## src/rtl/rtcc_defines.svh

```systemverilog
`ifndef RTCC_DEFINES_SVH
`define RTCC_DEFINES_SVH
// i/o ram byte addresses
`define RTCC_ADDR_TEMP_HI   16'h2881
`define RTCC_ADDR_TEMP_LO   16'h2882
`define RTCC_ADDR_LUT_ADDR  16'h2887
`define RTCC_ADDR_LUT_DATA  16'h2888
`define RTCC_ADDR_LUT_STB   16'h2889
`define RTCC_ADDR_ALM_MIN   16'h289e
`define RTCC_ADDR_ALM_HR    16'h289f
`define RTCC_ADDR_CTRL      16'h28a0
`define RTCC_ADDR_TRIG      16'h28b4
// field positions
`define RTCC_AUTOINC_BIT    7
`define RTCC_RD_STB_BIT     1
`define RTCC_WR_STB_BIT     0
`define RTCC_COMP_EN_BIT    5
`define RTCC_BUSY_BIT       3
`define RTCC_TRIG_BIT       6
// reset values and nominal rate
`define RTCC_NOMINAL_RATE   19'h40000
`define RTCC_RATE_P_RST     17'h10000
`define RTCC_RATE_Q_RST     2'h0
// limiter bounds on the shifted temperature
`define RTCC_LIM_MAX        9'sd63
`define RTCC_LIM_MIN        (-9'sd64)
// control byte commit time
`define RTCC_CTRL_BUSY_NS   6000000
`define RTCC_CLK_NS         100
`define RTCC_CTRL_BUSY_CYC  (`RTCC_CTRL_BUSY_NS / `RTCC_CLK_NS)
// period field codes
`define RTCC_PER_MANUAL     3'h0
`define RTCC_PER_CONT       3'h7
`define RTCC_PER_EXP_BASE   3
`endif

```

## src/rtl/rtcc_pkg.sv

```systemverilog
package rtcc_pkg;
  // power mode of the chip
  typedef enum logic [3:0] {
    RTCC_MISSION  = 4'h1,
    RTCC_BROWNOUT = 4'h2,
    RTCC_DISPLAY  = 4'h4,
    RTCC_SLEEP    = 4'h8
  } rtcc_mode_e;
  // register port write or read request
  typedef struct packed {
    logic        wr;
    logic        rd;
    logic [15:0] addr;
    logic [7:0]  wdata;
  } rtcc_bus_s;
  // rate adjust pair
  typedef struct packed {
    logic [16:0] rate_p;
    logic [1:0]  rate_q;
  } rtcc_rate_s;
  // clock chain position
  typedef struct packed {
    logic       sec_tick;
    logic       min_tick;
    logic [5:0] minute;
    logic [4:0] hour;
  } rtcc_time_s;
endpackage

```

## src/rtl/rtcc_lut_ram.sv

```systemverilog
`timescale 1ns/100ps
// 128 byte lookup store, one port, registered read
module rtcc_lut_ram (
  input  wire logic       core_clk,
  input  wire logic       en,
  input  wire logic       we,
  input  wire logic [6:0] addr,
  input  wire logic [7:0] wdata,
  output logic      [7:0] rdata
);
  logic [7:0] mem [128];   // battery-backed storage, no reset

  // single access per cycle
  always_ff @(posedge core_clk) begin
    if (en && we) begin
      mem[addr] <= wdata;
    end
    if (en) begin
      rdata <= mem[addr];
    end
  end
endmodule // rtcc_lut_ram

```

## src/rtl/rtcc_sched.sv

```systemverilog
`timescale 1ns/100ps
`include "rtcc_defines.svh"
// decides when a temperature measurement starts
module rtcc_sched (
  input  wire logic                core_clk,
  input  wire logic                srst,
  input  wire rtcc_pkg::rtcc_mode_e mode,
  input  wire logic [2:0]          period,
  input  wire logic                trig,
  input  wire logic                sec_tick,
  input  wire logic                meas_busy,
  output logic                     start
);
  logic [9:0] sec_cnt_q;   // seconds since last automatic start
  logic [9:0] sec_cnt_d;
  logic [9:0] per_len;     // period in seconds
  logic       batt_mode;   // sleep or display-only
  logic       auto_due;
  logic       man_due;

  assign batt_mode = (mode == rtcc_pkg::RTCC_SLEEP) ||
                     (mode == rtcc_pkg::RTCC_DISPLAY);
  // 2^(3+n) seconds for codes 1..6
  assign per_len   = 10'h1 << (`RTCC_PER_EXP_BASE + period);
  // automatic starts in battery modes, any period but manual
  assign auto_due  = batt_mode && (period != `RTCC_PER_MANUAL) &&
                     ((period == `RTCC_PER_CONT) ||
                      (sec_tick && (sec_cnt_q + 10'h1 >= per_len)));
  // trigger honoured only in mission/brownout with period zero
  assign man_due   = !batt_mode && trig &&
                     (period == `RTCC_PER_MANUAL);
  assign start     = !meas_busy && (auto_due || man_due);
  assign sec_cnt_d = (auto_due && !meas_busy) ? 10'h0 :
                     (sec_tick ? sec_cnt_q + 10'h1 : sec_cnt_q);

  // second counter
  always_ff @(posedge core_clk) begin
    if (srst) begin
      sec_cnt_q <= 10'h0;
    end else begin
      sec_cnt_q <= sec_cnt_d;
    end
  end
endmodule // rtcc_sched

```

## src/rtl/rtcc_top.sv

```systemverilog
`timescale 1ns/100ps
`include "rtcc_defines.svh"
// Operation
// - enable bit gates rate update per measurement
// - temperature split high byte, low three bits
// - address is temperature shifted right two
// - limit address to -64..+63
// - sign-extended entry plus 0x40000, 19 bits
// - upper 17 bits coarse, low 2 fine
// - seven-bit lookup address register
// - eight-bit lookup data register
// - strobes read one until access done
// - autoincrement address after each strobe
// - address held when autoincrement clear
// - trigger in mission, period in battery
// - periodic path needs no processor
// - second and minute tick events
// - alarm on minute and hour match
// - all three events on interrupt six
// - control byte busy locks out writes
// - table usable as storage when disabled
// - period codes: manual, 2^(3+n), continuous
// - trigger ignored unless manual, self-clears
module rtcc_top #(
  parameter int unsigned CTRL_BUSY_CYC = `RTCC_CTRL_BUSY_CYC
) (
  input  wire logic                 core_clk,
  input  wire logic                 srst,
  input  wire rtcc_pkg::rtcc_bus_s  bus,
  output logic                [7:0] rdata,
  input  wire rtcc_pkg::rtcc_mode_e mode,
  input  wire rtcc_pkg::rtcc_time_s rtc_time,
  output logic                      meas_start,
  input  wire logic                 meas_done,
  input  wire logic          [10:0] meas_result,
  output rtcc_pkg::rtcc_rate_s      rate,
  output logic                      rate_load,
  output logic                      ext_int6,
  output logic                      second_irq,
  output logic                      minute_irq,
  output logic                      alarm_irq
);
  ////////////////////////////////////////////////////////////////////////////
  // state
  typedef enum logic [3:0] {
    RTCC_IDLE = 4'h1,   // nothing pending
    RTCC_CACC = 4'h2,   // compensation read issued
    RTCC_CSUM = 4'h4,   // compensation data back
    RTCC_PACC = 4'h8    // processor access issued
  } rtcc_st_e;

  rtcc_st_e    st_q, st_d;
  logic [10:0] temp_q;          // last measurement
  logic [6:0]  lut_address_q;   // indirect address
  logic        lut_autoinc_q;   // autoincrement flag
  logic [7:0]  lut_data_q;      // indirect data
  logic        rd_stb_q;        // read strobe
  logic        wr_stb_q;        // write strobe
  logic        comp_pend_q;     // compensation waiting
  logic        comp_en_q;       // automatic compensation on
  logic [2:0]  period_q;        // measurement period
  logic [7:0]  ctrl_hi_q;       // other control bits, stored only
  logic [22:0] busy_cnt_q;      // control byte commit timer
  logic        trig_q;          // measurement trigger
  logic        meas_busy_q;     // measurement in flight
  logic [5:0]  alm_min_q;
  logic [4:0]  alm_hr_q;
  logic        match_q;         // previous alarm match
  logic        sec_q, min_q, alm_q;
  logic [7:0]  rdata_q;
  rtcc_pkg::rtcc_rate_s rate_q;
  logic        rate_load_q;

  ////////////////////////////////////////////////////////////////////////////
  // decode
  wire wr_addr  = bus.wr && (bus.addr == `RTCC_ADDR_LUT_ADDR);
  wire wr_data  = bus.wr && (bus.addr == `RTCC_ADDR_LUT_DATA);
  wire wr_stb   = bus.wr && (bus.addr == `RTCC_ADDR_LUT_STB);
  wire wr_amin  = bus.wr && (bus.addr == `RTCC_ADDR_ALM_MIN);
  wire wr_ahr   = bus.wr && (bus.addr == `RTCC_ADDR_ALM_HR);
  wire wr_trig  = bus.wr && (bus.addr == `RTCC_ADDR_TRIG);
  wire ctrl_busy = (busy_cnt_q != 23'h0);
  // writes during commit are dropped
  wire wr_ctrl  = bus.wr && (bus.addr == `RTCC_ADDR_CTRL) &&
                  !ctrl_busy;

  ////////////////////////////////////////////////////////////////////////////
  // lookup address arithmetic
  function automatic logic [6:0] lim_addr(input logic [10:0] t);
    logic signed [8:0] sh;
    sh = 9'($signed(t) >>> 2);
    if (sh > `RTCC_LIM_MAX) begin
      lim_addr = 7'h3f;
    end else if (sh < `RTCC_LIM_MIN) begin
      lim_addr = 7'h40;
    end else begin
      lim_addr = sh[6:0];
    end
  endfunction

  wire [6:0]  comp_addr = lim_addr(temp_q);
  wire [7:0]  ram_q;
  // sign-extend entry, add nominal
  wire [18:0] comp_sum  = `RTCC_NOMINAL_RATE +
                          {{11{ram_q[7]}}, ram_q};

  ////////////////////////////////////////////////////////////////////////////
  // ram port arbitration
  wire cpu_req  = rd_stb_q || wr_stb_q;
  wire go_comp  = (st_q == RTCC_IDLE) && comp_pend_q;
  wire go_cpu   = (st_q == RTCC_IDLE) && !comp_pend_q && cpu_req;
  wire ram_en   = go_comp || go_cpu;
  wire ram_we   = go_cpu && wr_stb_q && !rd_stb_q;
  wire [6:0] ram_a = go_comp ? comp_addr : lut_address_q;
  wire cpu_done = (st_q == RTCC_PACC);
  wire cpu_rd   = rd_stb_q;

  rtcc_lut_ram u_ram (
    .core_clk (core_clk),
    .en       (ram_en),
    .we       (ram_we),
    .addr     (ram_a),
    .wdata    (lut_data_q),
    .rdata    (ram_q)
  );

  // access sequencer
  always_comb begin
    st_d = st_q;
    unique case (st_q)
      RTCC_IDLE: begin
        if (go_comp) begin
          st_d = RTCC_CACC;
        end else if (go_cpu) begin
          st_d = RTCC_PACC;
        end
      end
      RTCC_CACC: st_d = RTCC_CSUM;
      RTCC_CSUM: st_d = RTCC_IDLE;
      RTCC_PACC: st_d = RTCC_IDLE;
      default:   st_d = RTCC_IDLE;
    endcase
  end

  always_ff @(posedge core_clk) begin
    if (srst) begin
      st_q <= RTCC_IDLE;
    end else begin
      st_q <= st_d;
    end
  end

  ////////////////////////////////////////////////////////////////////////////
  // indirect port registers
  always_ff @(posedge core_clk) begin
    if (srst) begin
      lut_address_q <= 7'h0;
      lut_autoinc_q <= 1'b0;
      lut_data_q    <= 8'h0;
    end else begin
      if (wr_addr) begin
        lut_address_q <= bus.wdata[6:0];
        lut_autoinc_q <= bus.wdata[`RTCC_AUTOINC_BIT];
      end else if (cpu_done && lut_autoinc_q) begin
        lut_address_q <= lut_address_q + 7'h1;
      end
      if (wr_data) begin
        lut_data_q <= bus.wdata;
      end else if (cpu_done && cpu_rd) begin
        lut_data_q <= ram_q;
      end
    end
  end

  // strobes stay set until own access ends
  always_ff @(posedge core_clk) begin
    if (srst) begin
      rd_stb_q <= 1'b0;
      wr_stb_q <= 1'b0;
    end else if (cpu_done) begin
      rd_stb_q <= 1'b0;
      wr_stb_q <= 1'b0;
    end else if (wr_stb && !cpu_req) begin
      rd_stb_q <= bus.wdata[`RTCC_RD_STB_BIT];
      wr_stb_q <= bus.wdata[`RTCC_WR_STB_BIT];
    end
  end

  ////////////////////////////////////////////////////////////////////////////
  // measurement and compensation
  rtcc_sched u_sched (
    .core_clk  (core_clk),
    .srst      (srst),
    .mode      (mode),
    .period    (period_q),
    .trig      (trig_q),
    .sec_tick  (rtc_time.sec_tick),
    .meas_busy (meas_busy_q),
    .start     (meas_start)
  );

  always_ff @(posedge core_clk) begin
    if (srst) begin
      meas_busy_q <= 1'b0;
      trig_q      <= 1'b0;
      temp_q      <= 11'h0;
      comp_pend_q <= 1'b0;
    end else begin
      meas_busy_q <= meas_start | (meas_busy_q & ~meas_done);
      if (meas_done) begin
        temp_q <= meas_result;
        trig_q <= 1'b0;
      end else if (wr_trig) begin
        trig_q <= bus.wdata[`RTCC_TRIG_BIT];
      end
      // a new result beats the pending clear
      if (meas_done && comp_en_q) begin
        comp_pend_q <= 1'b1;
      end else if (go_comp) begin
        comp_pend_q <= 1'b0;
      end
    end
  end

  // load rate registers after summation
  always_ff @(posedge core_clk) begin
    if (srst) begin
      rate_q      <= {`RTCC_RATE_P_RST, `RTCC_RATE_Q_RST};
      rate_load_q <= 1'b0;
    end else begin
      rate_load_q <= (st_q == RTCC_CSUM);
      if (st_q == RTCC_CSUM) begin
        rate_q.rate_p <= comp_sum[18:2];
        rate_q.rate_q <= comp_sum[1:0];
      end
    end
  end

  ////////////////////////////////////////////////////////////////////////////
  // control byte with commit lockout
  always_ff @(posedge core_clk) begin
    if (srst) begin
      comp_en_q  <= 1'b0;
      period_q   <= 3'h0;
      ctrl_hi_q  <= 8'h0;
      busy_cnt_q <= 23'h0;
    end else if (wr_ctrl) begin
      comp_en_q  <= bus.wdata[`RTCC_COMP_EN_BIT];
      period_q   <= bus.wdata[2:0];
      ctrl_hi_q  <= bus.wdata & 8'hd0;
      busy_cnt_q <= 23'(CTRL_BUSY_CYC);
    end else if (ctrl_busy) begin
      busy_cnt_q <= busy_cnt_q - 23'h1;
    end
  end

  ////////////////////////////////////////////////////////////////////////////
  // clock chain events
  wire match_now = (rtc_time.minute == alm_min_q) &&
                   (rtc_time.hour == alm_hr_q);
  always_ff @(posedge core_clk) begin
    if (srst) begin
      alm_min_q <= 6'h0;
      alm_hr_q  <= 5'h0;
      match_q   <= 1'b0;
      sec_q     <= 1'b0;
      min_q     <= 1'b0;
      alm_q     <= 1'b0;
    end else begin
      if (wr_amin) begin
        alm_min_q <= bus.wdata[5:0];
      end
      if (wr_ahr) begin
        alm_hr_q <= bus.wdata[4:0];
      end
      match_q <= match_now;
      sec_q   <= rtc_time.sec_tick;
      min_q   <= rtc_time.min_tick;
      alm_q   <= match_now && !match_q;
    end
  end

  assign second_irq = sec_q;
  assign minute_irq = min_q;
  assign alarm_irq  = alm_q;
  assign ext_int6   = sec_q | min_q | alm_q;

  ////////////////////////////////////////////////////////////////////////////
  // read mux, registered
  always_ff @(posedge core_clk) begin
    if (srst) begin
      rdata_q <= 8'h0;
    end else if (bus.rd) begin
      unique case (bus.addr)
        `RTCC_ADDR_TEMP_HI:  rdata_q <= temp_q[10:3];
        `RTCC_ADDR_TEMP_LO:  rdata_q <= {temp_q[2:0], 5'h0};
        `RTCC_ADDR_LUT_ADDR: rdata_q <= {lut_autoinc_q, lut_address_q};
        `RTCC_ADDR_LUT_DATA: rdata_q <= lut_data_q;
        `RTCC_ADDR_LUT_STB:  rdata_q <= {6'h0, rd_stb_q, wr_stb_q};
        `RTCC_ADDR_ALM_MIN:  rdata_q <= {2'h0, alm_min_q};
        `RTCC_ADDR_ALM_HR:   rdata_q <= {3'h0, alm_hr_q};
        `RTCC_ADDR_CTRL:     rdata_q <= ctrl_hi_q |
                               {2'h0, comp_en_q, 1'b0, ctrl_busy, period_q};
        `RTCC_ADDR_TRIG:     rdata_q <= {1'b0, trig_q, 6'h0};
        default:             rdata_q <= 8'h0;
      endcase
    end
  end

  assign rdata     = rdata_q;
  assign rate      = rate_q;
  assign rate_load = rate_load_q;
endmodule // rtcc_top

```

## config.mk

```make
export PLATFORM = sky130hd
export DESIGN_NAME = rtcc_top
export DESIGN_NICKNAME = d
export VERILOG_FILES = /design/src/rtl/rtcc_pkg.sv /design/src/rtl/rtcc_lut_ram.sv /design/src/rtl/rtcc_sched.sv /design/src/rtl/rtcc_top.sv
export VERILOG_INCLUDE_DIRS = /design/src /design/src/rtl
export SDC_FILE = /design/constraint.sdc
export NUM_CORES = 1
export LEC_CHECK = 0
export BUFFER_PORTS_ARGS = -buffer_cell sky130_fd_sc_hd__clkbuf_2
export CAP_MARGIN = 20
export CORE_MARGIN = 2
export CORE_UTILIZATION = 25
export CTS_CLUSTER_DIAMETER = 200
export DETAILED_ROUTE_END_ITERATION = 6
export PLACE_DENSITY = 0.47
export REMOVE_ABC_BUFFERS = 1
export SLEW_MARGIN = 20
export SYNTH_ARGS = -nofsm -noshare
export SYNTH_HDL_FRONTEND = slang
export SYNTH_SLANG_ARGS = --single-unit
```

## constraint.sdc

```tcl
create_clock -name core_clk -period 3.4 [get_ports core_clk]
set_input_delay 0.34 -clock core_clk [delete_from_list [all_inputs] [get_ports core_clk]]
set_output_delay 0.34 -clock core_clk [all_outputs]
set_load 0.01 [all_outputs]
```

# Yosys cells after proc, flatten, opt, wreduce, memory -nomap -nowiden
# Memories as Yosys holds them, arrays and structs flattened. A register that Yosys moved wholly into a read port is not among the register bits.
# Cells that the tools add are included.
# W data, S select, Z words.
# classes
addsub	5
n_lt_le_gt_ge	3
eq_ne	19
shifts	1
mux	17
bitwise	6
reduce_logical	50
# op_table
operator	count
$eq A16 B14 Y1 const B	9
$pmux W8 S9	1
$mux W7	5
$mux W16	2
$shl A1 B32 Y10 const A	1
$logic_and A1 B1 Y1	27
$reduce_bool A23 Y1	1
$sub A23 B1 Y23 const B	1
$add A19 B19 Y19 const A	1
$mux W8	2
$add A10 B1 Y10 const B	1
$ge A10 B10 Y1	1
$gt A9 B7 Y1 const B	1
$lt A9 B7 Y1 const B	1
$eq A4 B3 Y1 const B	2
$eq A4 B4 Y1 const B	2
$mux W4	2
$or A8 B6 Y8	1
$pmux W4 S2	1
$reduce_bool A2 Y1	4
$reduce_or A2 Y1	4
$add A7 B1 Y7 const B	1
$logic_not A1 Y1	7
$eq A6 B6 Y1	1
other kinds (13)	22
# word_totals
ff_bits	119
ramBits	1024
in_bits	57
output_inout_bits	33
word_cells	128
memories	1
# mem_list
memory	words	word_bits	read_ports	rd_clocked_by_memory_dff	wr	line_no	rtl
u_ram.mem	128	8	1	1	1	rtcc_lut_ram.sv:11	logic [7:0] mem [128];

# Logic depth before layout (Yosys ltp)
# Gate-level depths: netlist (run 1).
# logic_depth
depth_word	9
depth_mapped	16
mapped_depth_nobuf	11

# Modules after synthesis
# From an unflattened synthesis (run 1), not the netlist that was laid out.
# unflattened
cells_unflattened	3187
hier_area_um2	46490.8
# by_module_without_submodules
mod	n_inst	cells_each	area_each_um2	seq_area_each_um2
rtcc_lut_ram	1	2464	40293.6	30989.7
rtcc_top	1	610	5173.7	1981.9
rtcc_sched	1	113	1023.5	200.2

# Least setup slack after synthesis (run 1)
# OpenSTA, ideal clock, no wires.
# synth_timing
path_kind	flip-flop to flip-flop
start	reg st_q[3]
end	mem u_ram.mem[43][0] (enable)
setup_ns	0.370
t_arrival_ns	2.993
slack_ns	0.036
stages_incl_launch_ff	12
n_path_buf	6
period_less_slack_ns	3.364
path_cell_list	dfxtp_1 > or4b_4 > buf_2 > a211oi_1 > a32o_1 > buf_2 > buf_2 > buf_2 > buf_2 > nand2_1 > clkbuf_1 > nor2_1
# synth_via
elab_chain_len	8
word_cells_on_any_way	11
cone_classes	eq/ne (1); mux (3); reduce/logical (7)
# synth_rtl
item	line_no	rtl
from (decl)	rtcc_top.sv:52	rtcc_st_e st_q, st_d;
from (signal assigned)	rtcc_top.sv:149	st_q <= st_d;
$eq A4 B1 Y1 *	rtcc_top.sv:110, rtcc_top.sv:111	
$logic_and A1 B1 Y1 (2 in a row)	rtcc_top.sv:111	wire go_cpu = (st_q == RTCC_IDLE) && !comp_pend_q && cpu_req;
$logic_and A1 B1 Y1 (2 in a row)	rtcc_top.sv:113	wire ram_we = go_cpu && wr_stb_q && !rd_stb_q;
$logic_and A1 B1 Y1	rtcc_lut_ram.sv:15	if (en && we) begin
$mux W1	rtcc_lut_ram.sv:15	
$mux W1 (implied by the code)	rtcc_lut_ram.sv:16	mem[addr] <= wdata;
to (decl)	rtcc_lut_ram.sv:11	
# Mark *: on every way between the ends. The rest lies on a longest branch, timed or not.

# Final worst setup path (run 1)
# layout_timing
start	reg st_q[1]
end	reg u_ram.rdata[0], read port of u_ram.mem (data pin)
# layout_via
elab_chain_len	4
word_cells_on_any_way	6
cone_classes	eq/ne (1); mux (1); reduce/logical (4)
# layout_rtl
item	line_no	rtl
$eq A4 B1 Y1 *	rtcc_top.sv:110, rtcc_top.sv:111	
$logic_and A1 B1 Y1 (2 in a row)	rtcc_top.sv:111	
$logic_or A1 B1 Y1	rtcc_top.sv:112	wire ram_en = go_comp || go_cpu;
to (decl)	rtcc_lut_ram.sv:9	output logic [7:0] rdata
# Marked as above.
# A chain may end at the register's enable or synchronous reset.

==> summary.md, run 1 <==
| Metric | Value |
|---|---|
| Status | `finished with violations` |
| Failing checks | `design-rule violations, negative setup slack` |
| H-tree levels | `4` |
| Power Density | `507.9 mW/mm^2` |
| Port Buffers | `89` |
| Crit Path Category | `flop to flop` |
| Wirelength per Cell | `24.48 microns` |
| Max-slew violation count | `0` |
| Clk_lat worst skew | `770 ps` |
| Std-Cell Core Area | `0.1790 sq mm` |
| Seq. cell area | `0.03322 sq mm` |
| Top_reg_cell synth | `edfxtp_1` |
| HP Class | `input port to flop` |
| Starting Density | `25.23%` |
| Total global routing track utilization | `16.36%` |
| Count of different cell masters after synthesis | `81` |
| Top cell type's share of synthesized area | `68.63%` |
| Antenna violations before repair | `3` |
| Met2 WL | `71.99 mm` |
| Detailed Routing Iterations Pass 1 | `7` |
| Vias per cell | `4.863` |
| Critical Path AT | `4030 ps` |
| Commonest non-fill, non-tap cell in the layout | `edfxtp_1` |
| Worst Setup Start Kind | `flop` |
| Routability Congestion | `0.8492` |
| Setup repair after global routing missed its margin | `true` |
| Fin. Hold Viols | `0` |
| Max Cap Violations | `0` |
| Met3 WL | `11.21 mm` |
| Final WS setup | `-130.9 ps` |
| Row Count | `155` |
| Total vias in the final route | `30790` |
| Largest net degree at the start of global routing | `105` |
| P&R area growth vs syn | `31.11%` |
| Max-slew headroom | `38.23%` |
| Clock Skews | `37.30 ps` |
| Worst-path cell chain | `or4b_4 > a2111oi_4 > or2_4 > buf_6 > buf_6 > mux2_4 > a222oi_1 > a31oi_1 > or4_4 > nor4_4 > buf_4 > o221ai_2` |
| CP max stage delay | `580 ps` |
| DP Wirelength | `102.3 mm` |
| Multi-input logic area | `0.01189 sq mm` |
| Core Util, Final | `33.08%` |
| Fillers | `17550` |
| ANT nets after route | `0` |
| Largest cells by area after synthesis | `edfxtp_1, dfxtp_1, mux2i_1` |
| Die W | `429.0 microns` |
| Vias in the first global route | `29990` |
| CTS tree | `yes` |
| Async set-reset flop share out of synthesis | `0%` |
| Worst VDD drop | `0.0005372 V` |
| Fmax | `283.2 MHz` |
| Worst setup EP type | `flop` |
| Seq/Total Area, Yosys | `73.46%` |
| Slew @ Worst Pin | `926.6 ps` |
| Tmin final | `3531 ps` |
| Global-route wire length before repair | `219.8 mm` |
| Post-route DRC | `1` |
| Leading area contributor after synthesis | `edfxtp_1` |
| Die Height | `429.0 microns` |
| Clock transition at the registers of the reported paths | `60 ps` |
| Layout cells sized above 1 | `27.47%` |
| Post-Syn Area | `0.04516 sq mm` |
| Max Used Layer | `met5` |
| First DRT Iteration DRCs | `3480` |
| Fin crit share | `103.9%` |
| Met1 WL | `67.45 mm` |
| Root buf cell | `clkbuf_16` |
| Leak | `0.02156 uW` |
| Final nets | `3946` |
| Drt total wl | `155.0 mm` |
| Clock Sinks | `1141` |
| Die footprint | `0.1840 sq mm` |
| CTS Buf Count | `130` |
| Boundary Pins | `90` |
| Fin area | `0.05921 sq mm` |
| Mapped Avg Cell Area | `14.26 sq um` |
| Post-DP Area | `0.05301 sq mm` |
| Grt ovf | `0` |
| Cells after synthesis | `3167` |
| Register bit total from synthesis | `1141` |
| Worst Path Required | `3890 ps` |
| Final setup fails | `7` |
| Clock Path Buffers | `3` |
| Most used cells in the layout excluding fill and tap cells | `edfxtp_1, buf_4, nand2_1, nor2_1, a21oi_1` |
| Syn. warnings | `0` |
| CP dominant cell by count | `buf_6` |
| Slowest library cell on the worst path | `or4b_4` |
| EDFF count, synth | `1032` |
| Max FO, Critical Path | `3` |
[worst max-delay path, delay by kind of cell, from the launching register on]
family	cells	cell delay (ps)
flops	1	330
buf+inv	3	380
mux	1	280
compound gates	4	840
simple gates	4	1450
[metal layers]
| metal | vias to the layer above | global-route usage [%] |
|---|---|---|
| li1 | 13730 | - |
| met1 | 15740 | 22.05 |
| met2 | 1099 | 26.32 |
| met3 | 217 | 3.404 |
| met4 | 2 | 5.098 |
| met5 | - | 0 |
[cells in the mapped netlist (13+ instances only)]
cell type  instances
buf_1             20
a31oi_1           55
clkbuf_1         104
o211ai_1          14
dfxtp_1          109
or3_1             15
ha_1              13
buf_4             30
edfxtp_1        1032
xnor2_1           24
nor4_1            45
nor3_1            47
a21oi_1          192
o22ai_1           77
and3_1            15
a211oi_1          21
buf_2             48
mux2i_1          182
nand3_1           32
a221o_1           14
nand2_1          431
a221oi_1          29
a222oi_1          68
nor2_1           244
o21ai_0           40
inv_1             14
a22oi_1           62
a22o_1            18
nor2b_1           15
xor2_1            24
[logic make-up (layout without fill, tap and decap cells)]
family	after synthesis	count (layout)	synth area share, %
xor+xnor	48	48	0.9310
buf+inv	219	1025	2.253
other cells	2	5	0.01663
flops	1141	1141	73.46
mux	187	187	4.192
fa+ha+maj	13	13	0.3602
simple gates	898	898	8.634
compound gates	659	660	10.15
[sequential cells by signal, indices dropped and copies added, names as in the netlist, 3 cells and up]
register	count
u_ram.mem	1024
busy_cnt_q	23
temp_q	11
u_sched.sec_cnt_q	10
rate	9
lut_data_q	8
rdata	8
u_ram.rdata	8
lut_address_q	7
alm_min_q	6
alm_hr_q	5
st_q	4
ctrl_hi_q	3
period_q	3
[stage by stage]
step | hold WS (ps) | std cells | TNS (ps) | power [uW] | setup WS [ps]
final | 42.29 | 6332 | -538.5 | 30070 | -130.9
after global routing | 60.18 | 6330 | -1392 | 31040 | -251.4
after CTS | 0.07511 | 6310 | -657.7 | 30360 | -194.1
after detailed placement | 382.4 | 6016 | -60920 | 16400 | -948.6
after global placement | 378.3 | 6016 | -68030 | 16390 | -857.1
after floorplan | 367.4 | 2963 | -947110 | 16120 | -6693
[where the power goes]
part           leakage, uW  switching, uW  internal, uW
combinational      0.00907            483           379
sequential          0.0104            109         15200
clock              0.00204           5670          8260
[final cells by class]
cell class | count | share of cell area (%)
flip-flops and latches | 1141 | 56.10
multi-input cells | 1809 | 20.09
repair buffers | 780 | 11.62
clock buffers | 169 | 5.972
well taps | 2355 | 4.977
clock inverters | 62 | 1.143
inverters | 14 | 0.08876
diodes | 2 | 0.008453
[path summary, 6_finish.rpt]
| path | from | to | slack (ps) | cells past startpoint |
|---|---|---|---|---|
| max | st_q[1] | u_ram.rdata[0] | -130 | 12 |
| min | rtc_time[2] | alarm_irq | 40 | 5 |
| max reg2reg | st_q[1] | u_ram.rdata[0] | -130 | 12 |
| min reg2reg | match_q | alarm_irq | 390 | 1 |
[what timing repair did]
action	4_1_cts	5_1_grt
pin swaps	49	38
hold buffers	27	0
cloned	6	4
resized for setup	141	91
hold endpoints to repair	51	0
buffers inserted	31	18
setup endpoints to repair	474	339
Note: power is estimated with default switching activity, not from simulation.
==> inputs of run 2 (changes only) <==
- TNS_END_PERCENT: unset -> 50
==> run 2 against run 1 <==
  * The flow still finishes with violations (design-rule violations, negative setup slack)
  * Global-route usage is the same
  * Utilization hardly changed
  * Power hardly changed
  * Largest cell class unchanged
  * Largest power group unchanged
==> summary.md, run 2 (synthesis gave the netlist of run 1 again) <==
| Metric | Value |
|---|---|
| Status | `finished with violations` |
| Failing checks | `design-rule violations, negative setup slack` |
| CTS tree | `yes` |
| Die Height | `429.0 microns` |
| HP Class | `input port to flop` |
| Max FO, Critical Path | `3` |
| RR Startpoint | `st_q[1]` |
| Fin. Hold Viols | `0` |
| Min-delay src | `rtc_time[2]` |
| Clock Skews | `37.14 ps` |
| Leak | `0.02154 uW` |
| Multi-input logic area | `0.01189 sq mm` |
| Fin crit share | `104.9%` |
| Tmin final | `3568 ps` |
| Global-route wire length before repair | `219.8 mm` |
| Final WS setup | `-167.8 ps` |
| First DRT Iteration DRCs | `3289` |
| DP Wirelength | `102.3 mm` |
| Setup repair after global routing missed its margin | `true` |
| Worst setup EP type | `flop` |
| Std-Cell Core Area | `0.1790 sq mm` |
| Wirelength per Cell | `24.47 microns` |
| Worst path top cell family by delay | `simple AND/OR/NAND/NOR gates` |
| Fmax | `280.3 MHz` |
| CP dominant cell by count | `buf_6` |
| Grt ovf | `0` |
| Commonest non-fill, non-tap cell in the layout | `edfxtp_1` |
| Post-route DRC | `5` |
| Reg2reg path depth | `12` |
| Die footprint | `0.1840 sq mm` |
| Seq. cell area | `0.03322 sq mm` |
| Root buf cell | `clkbuf_16` |
| Clock Path Buffers | `3` |
| Total Power | `30070 uW` |
| H-tree levels | `4` |
| Max Cap Violations | `0` |
| Reg2reg end | `u_ram.rdata[0]` |
| Fillers | `17550` |
| P&R area growth vs syn | `31.05%` |
| Clock Sinks | `1141` |
| Slowest library cell on the worst path | `or4b_4` |
| ANT nets after route | `0` |
| Max reg flops | `1024` |
| CTS Buf Count | `130` |
| Slew @ Worst Pin | `945.0 ps` |
| Port Buffers | `89` |
| Crit path buf inv count | `3` |
| Vias in the first global route | `29990` |
| Largest net degree at the start of global routing | `105` |
| Critical Path AT | `4070 ps` |
| Total vias in the final route | `30790` |
| CP max stage delay | `580 ps` |
| Max-slew violation count | `0` |
| Hold endpoint | `alarm_irq` |
| Crit Path Category | `flop to flop` |
| Hold WS | `38.39 ps` |
| Worst slack, placed | `-948.6 ps` |
| Worst reg2reg setup slack | `-170 ps` |
| Die W | `429.0 microns` |
| Row Count | `155` |
| Clk_lat worst skew | `770 ps` |
| Worst Path Required | `3900 ps` |
| Most used cells in the layout excluding fill and tap cells | `edfxtp_1, buf_4, nand2_1, nor2_1, a21oi_1` |
| Worst-path cell chain | `or4b_4 > a2111oi_4 > or2_4 > buf_6 > buf_6 > mux2_4 > a222oi_1 > a31oi_1 > or4_4 > nor4_4 > buf_4 > o221ai_2` |
| Antenna violations before repair | `3` |
| Total global routing track utilization | `16.36%` |
| Largest regs | `u_ram.mem x1024, busy_cnt_q x23, temp_q x11` |
| Worst VDD drop | `0.0005423 V` |
| Drt total wl | `154.9 mm` |
| Layout cells sized above 1 | `27.42%` |
| Max-slew headroom | `37.00%` |
| Routability Congestion | `0.8492` |
| Clock transition at the registers of the reported paths | `60 ps` |
| Worst Setup Start Kind | `flop` |
| Detailed Routing Iterations Pass 1 | `7` |
| Boundary Pins | `90` |
| Vias per cell | `4.866` |
| Fin Setup TNS | `-596.2 ps` |
| Starting Density | `25.23%` |
| Final nets | `3943` |
| Final setup fails | `7` |
| Biggest register | `u_ram.mem` |
| Power Density | `508.1 mW/mm^2` |
| Hold path cells | `5` |
-- run 2: changes by cell type in the layout (fill, tap and decap cells not counted) --
| cell | before | now |
|---|---|---|
| a211oi_4 | 2 | 1 |
| buf_4 | 552 | 548 |
| a211oi_2 | 0 | 1 |
| buf_6 | 36 | 37 |
| diode_2 | 2 | 1 |
-- run 2: area by class of cell --
cell class	instances	area share, %
flip-flops and latches	1141	56.13
clock buffers	169	5.975
well taps	2355	4.979
diodes	1	0.004229
multi-input cells	1809	20.09
inverters	14	0.08880
repair buffers	777	11.59
clock inverters	62	1.144
-- run 2: what timing repair did --
action	CTS	global route
hold buffers	27	0
setup buffers	31	15
endpoints found under the hold margin	51	0
resized for setup	141	91
setup endpoints to repair	474	339
gates cloned	6	4
pin swaps	49	37
-- run 2: worst register-to-register path, stage by stage, from the launching register on --
cell and delay, ps:
dfxtp_2 330, or4b_4 580, a2111oi_4 230, or2_4 250, buf_6 130, buf_6 90, mux2_4 280, a222oi_1 370
a31oi_1 190, or4_4 470, nor4_4 160, buf_4 160, o221ai_2 80
-- run 2: worst max path at each step --
stage | from | endpoint | slack (ps) | cells after the start
2_1_floorplan | st_q[3] | u_ram.rdata[0] | -6690 | 9
3_3_place_gp | st_q[3] | u_ram.rdata[3] | -860 | 13
3_5_place_dp | st_q[3] | u_ram.rdata[3] | -950 | 13
4_1_cts | st_q[1] | u_ram.rdata[3] | -190 | 10
5_1_grt | st_q[1] | u_ram.rdata[0] | -250 | 13
6_report | st_q[1] | u_ram.rdata[0] | -170 | 12
-- run 2: metrics by stage --
step / instance area (sq um) / util, % / std cells
5_1_grt: 59170 / 33.06 / 6327
3_3_place_gp: 53010 / 29.61 / 6016
2_1_floorplan: 44200 / - / 2963
4_1_cts: 58580 / 32.73 / 6310
3_5_place_dp: 53010 / 29.61 / 6016
6_report: 59180 / 33.06 / 6328
-- run 2: where the power goes --
group / switching, uW / internal [uW]
clock: 5670 / 8260
combinational: 481 / 379
sequential: 108 / 15200
total: 6260 / 23800
-- run 2: per-layer routing --
| layer | wire (microns) | part of all wire [%] | track usage (%) | up-vias |
|---|---|---|---|---|
| met1 | 67770 | 44 | 22.05 | 15740 |
| met4 | 4367 | 2.8 | 5.098 | 4 |
| met2 | 71950 | 46 | 26.32 | 1108 |
| met5 | 23 | 0.015 | 0 | - |
| met3 | 10760 | 6.9 | 3.404 | 219 |
| li1 | - | - | - | 13720 |
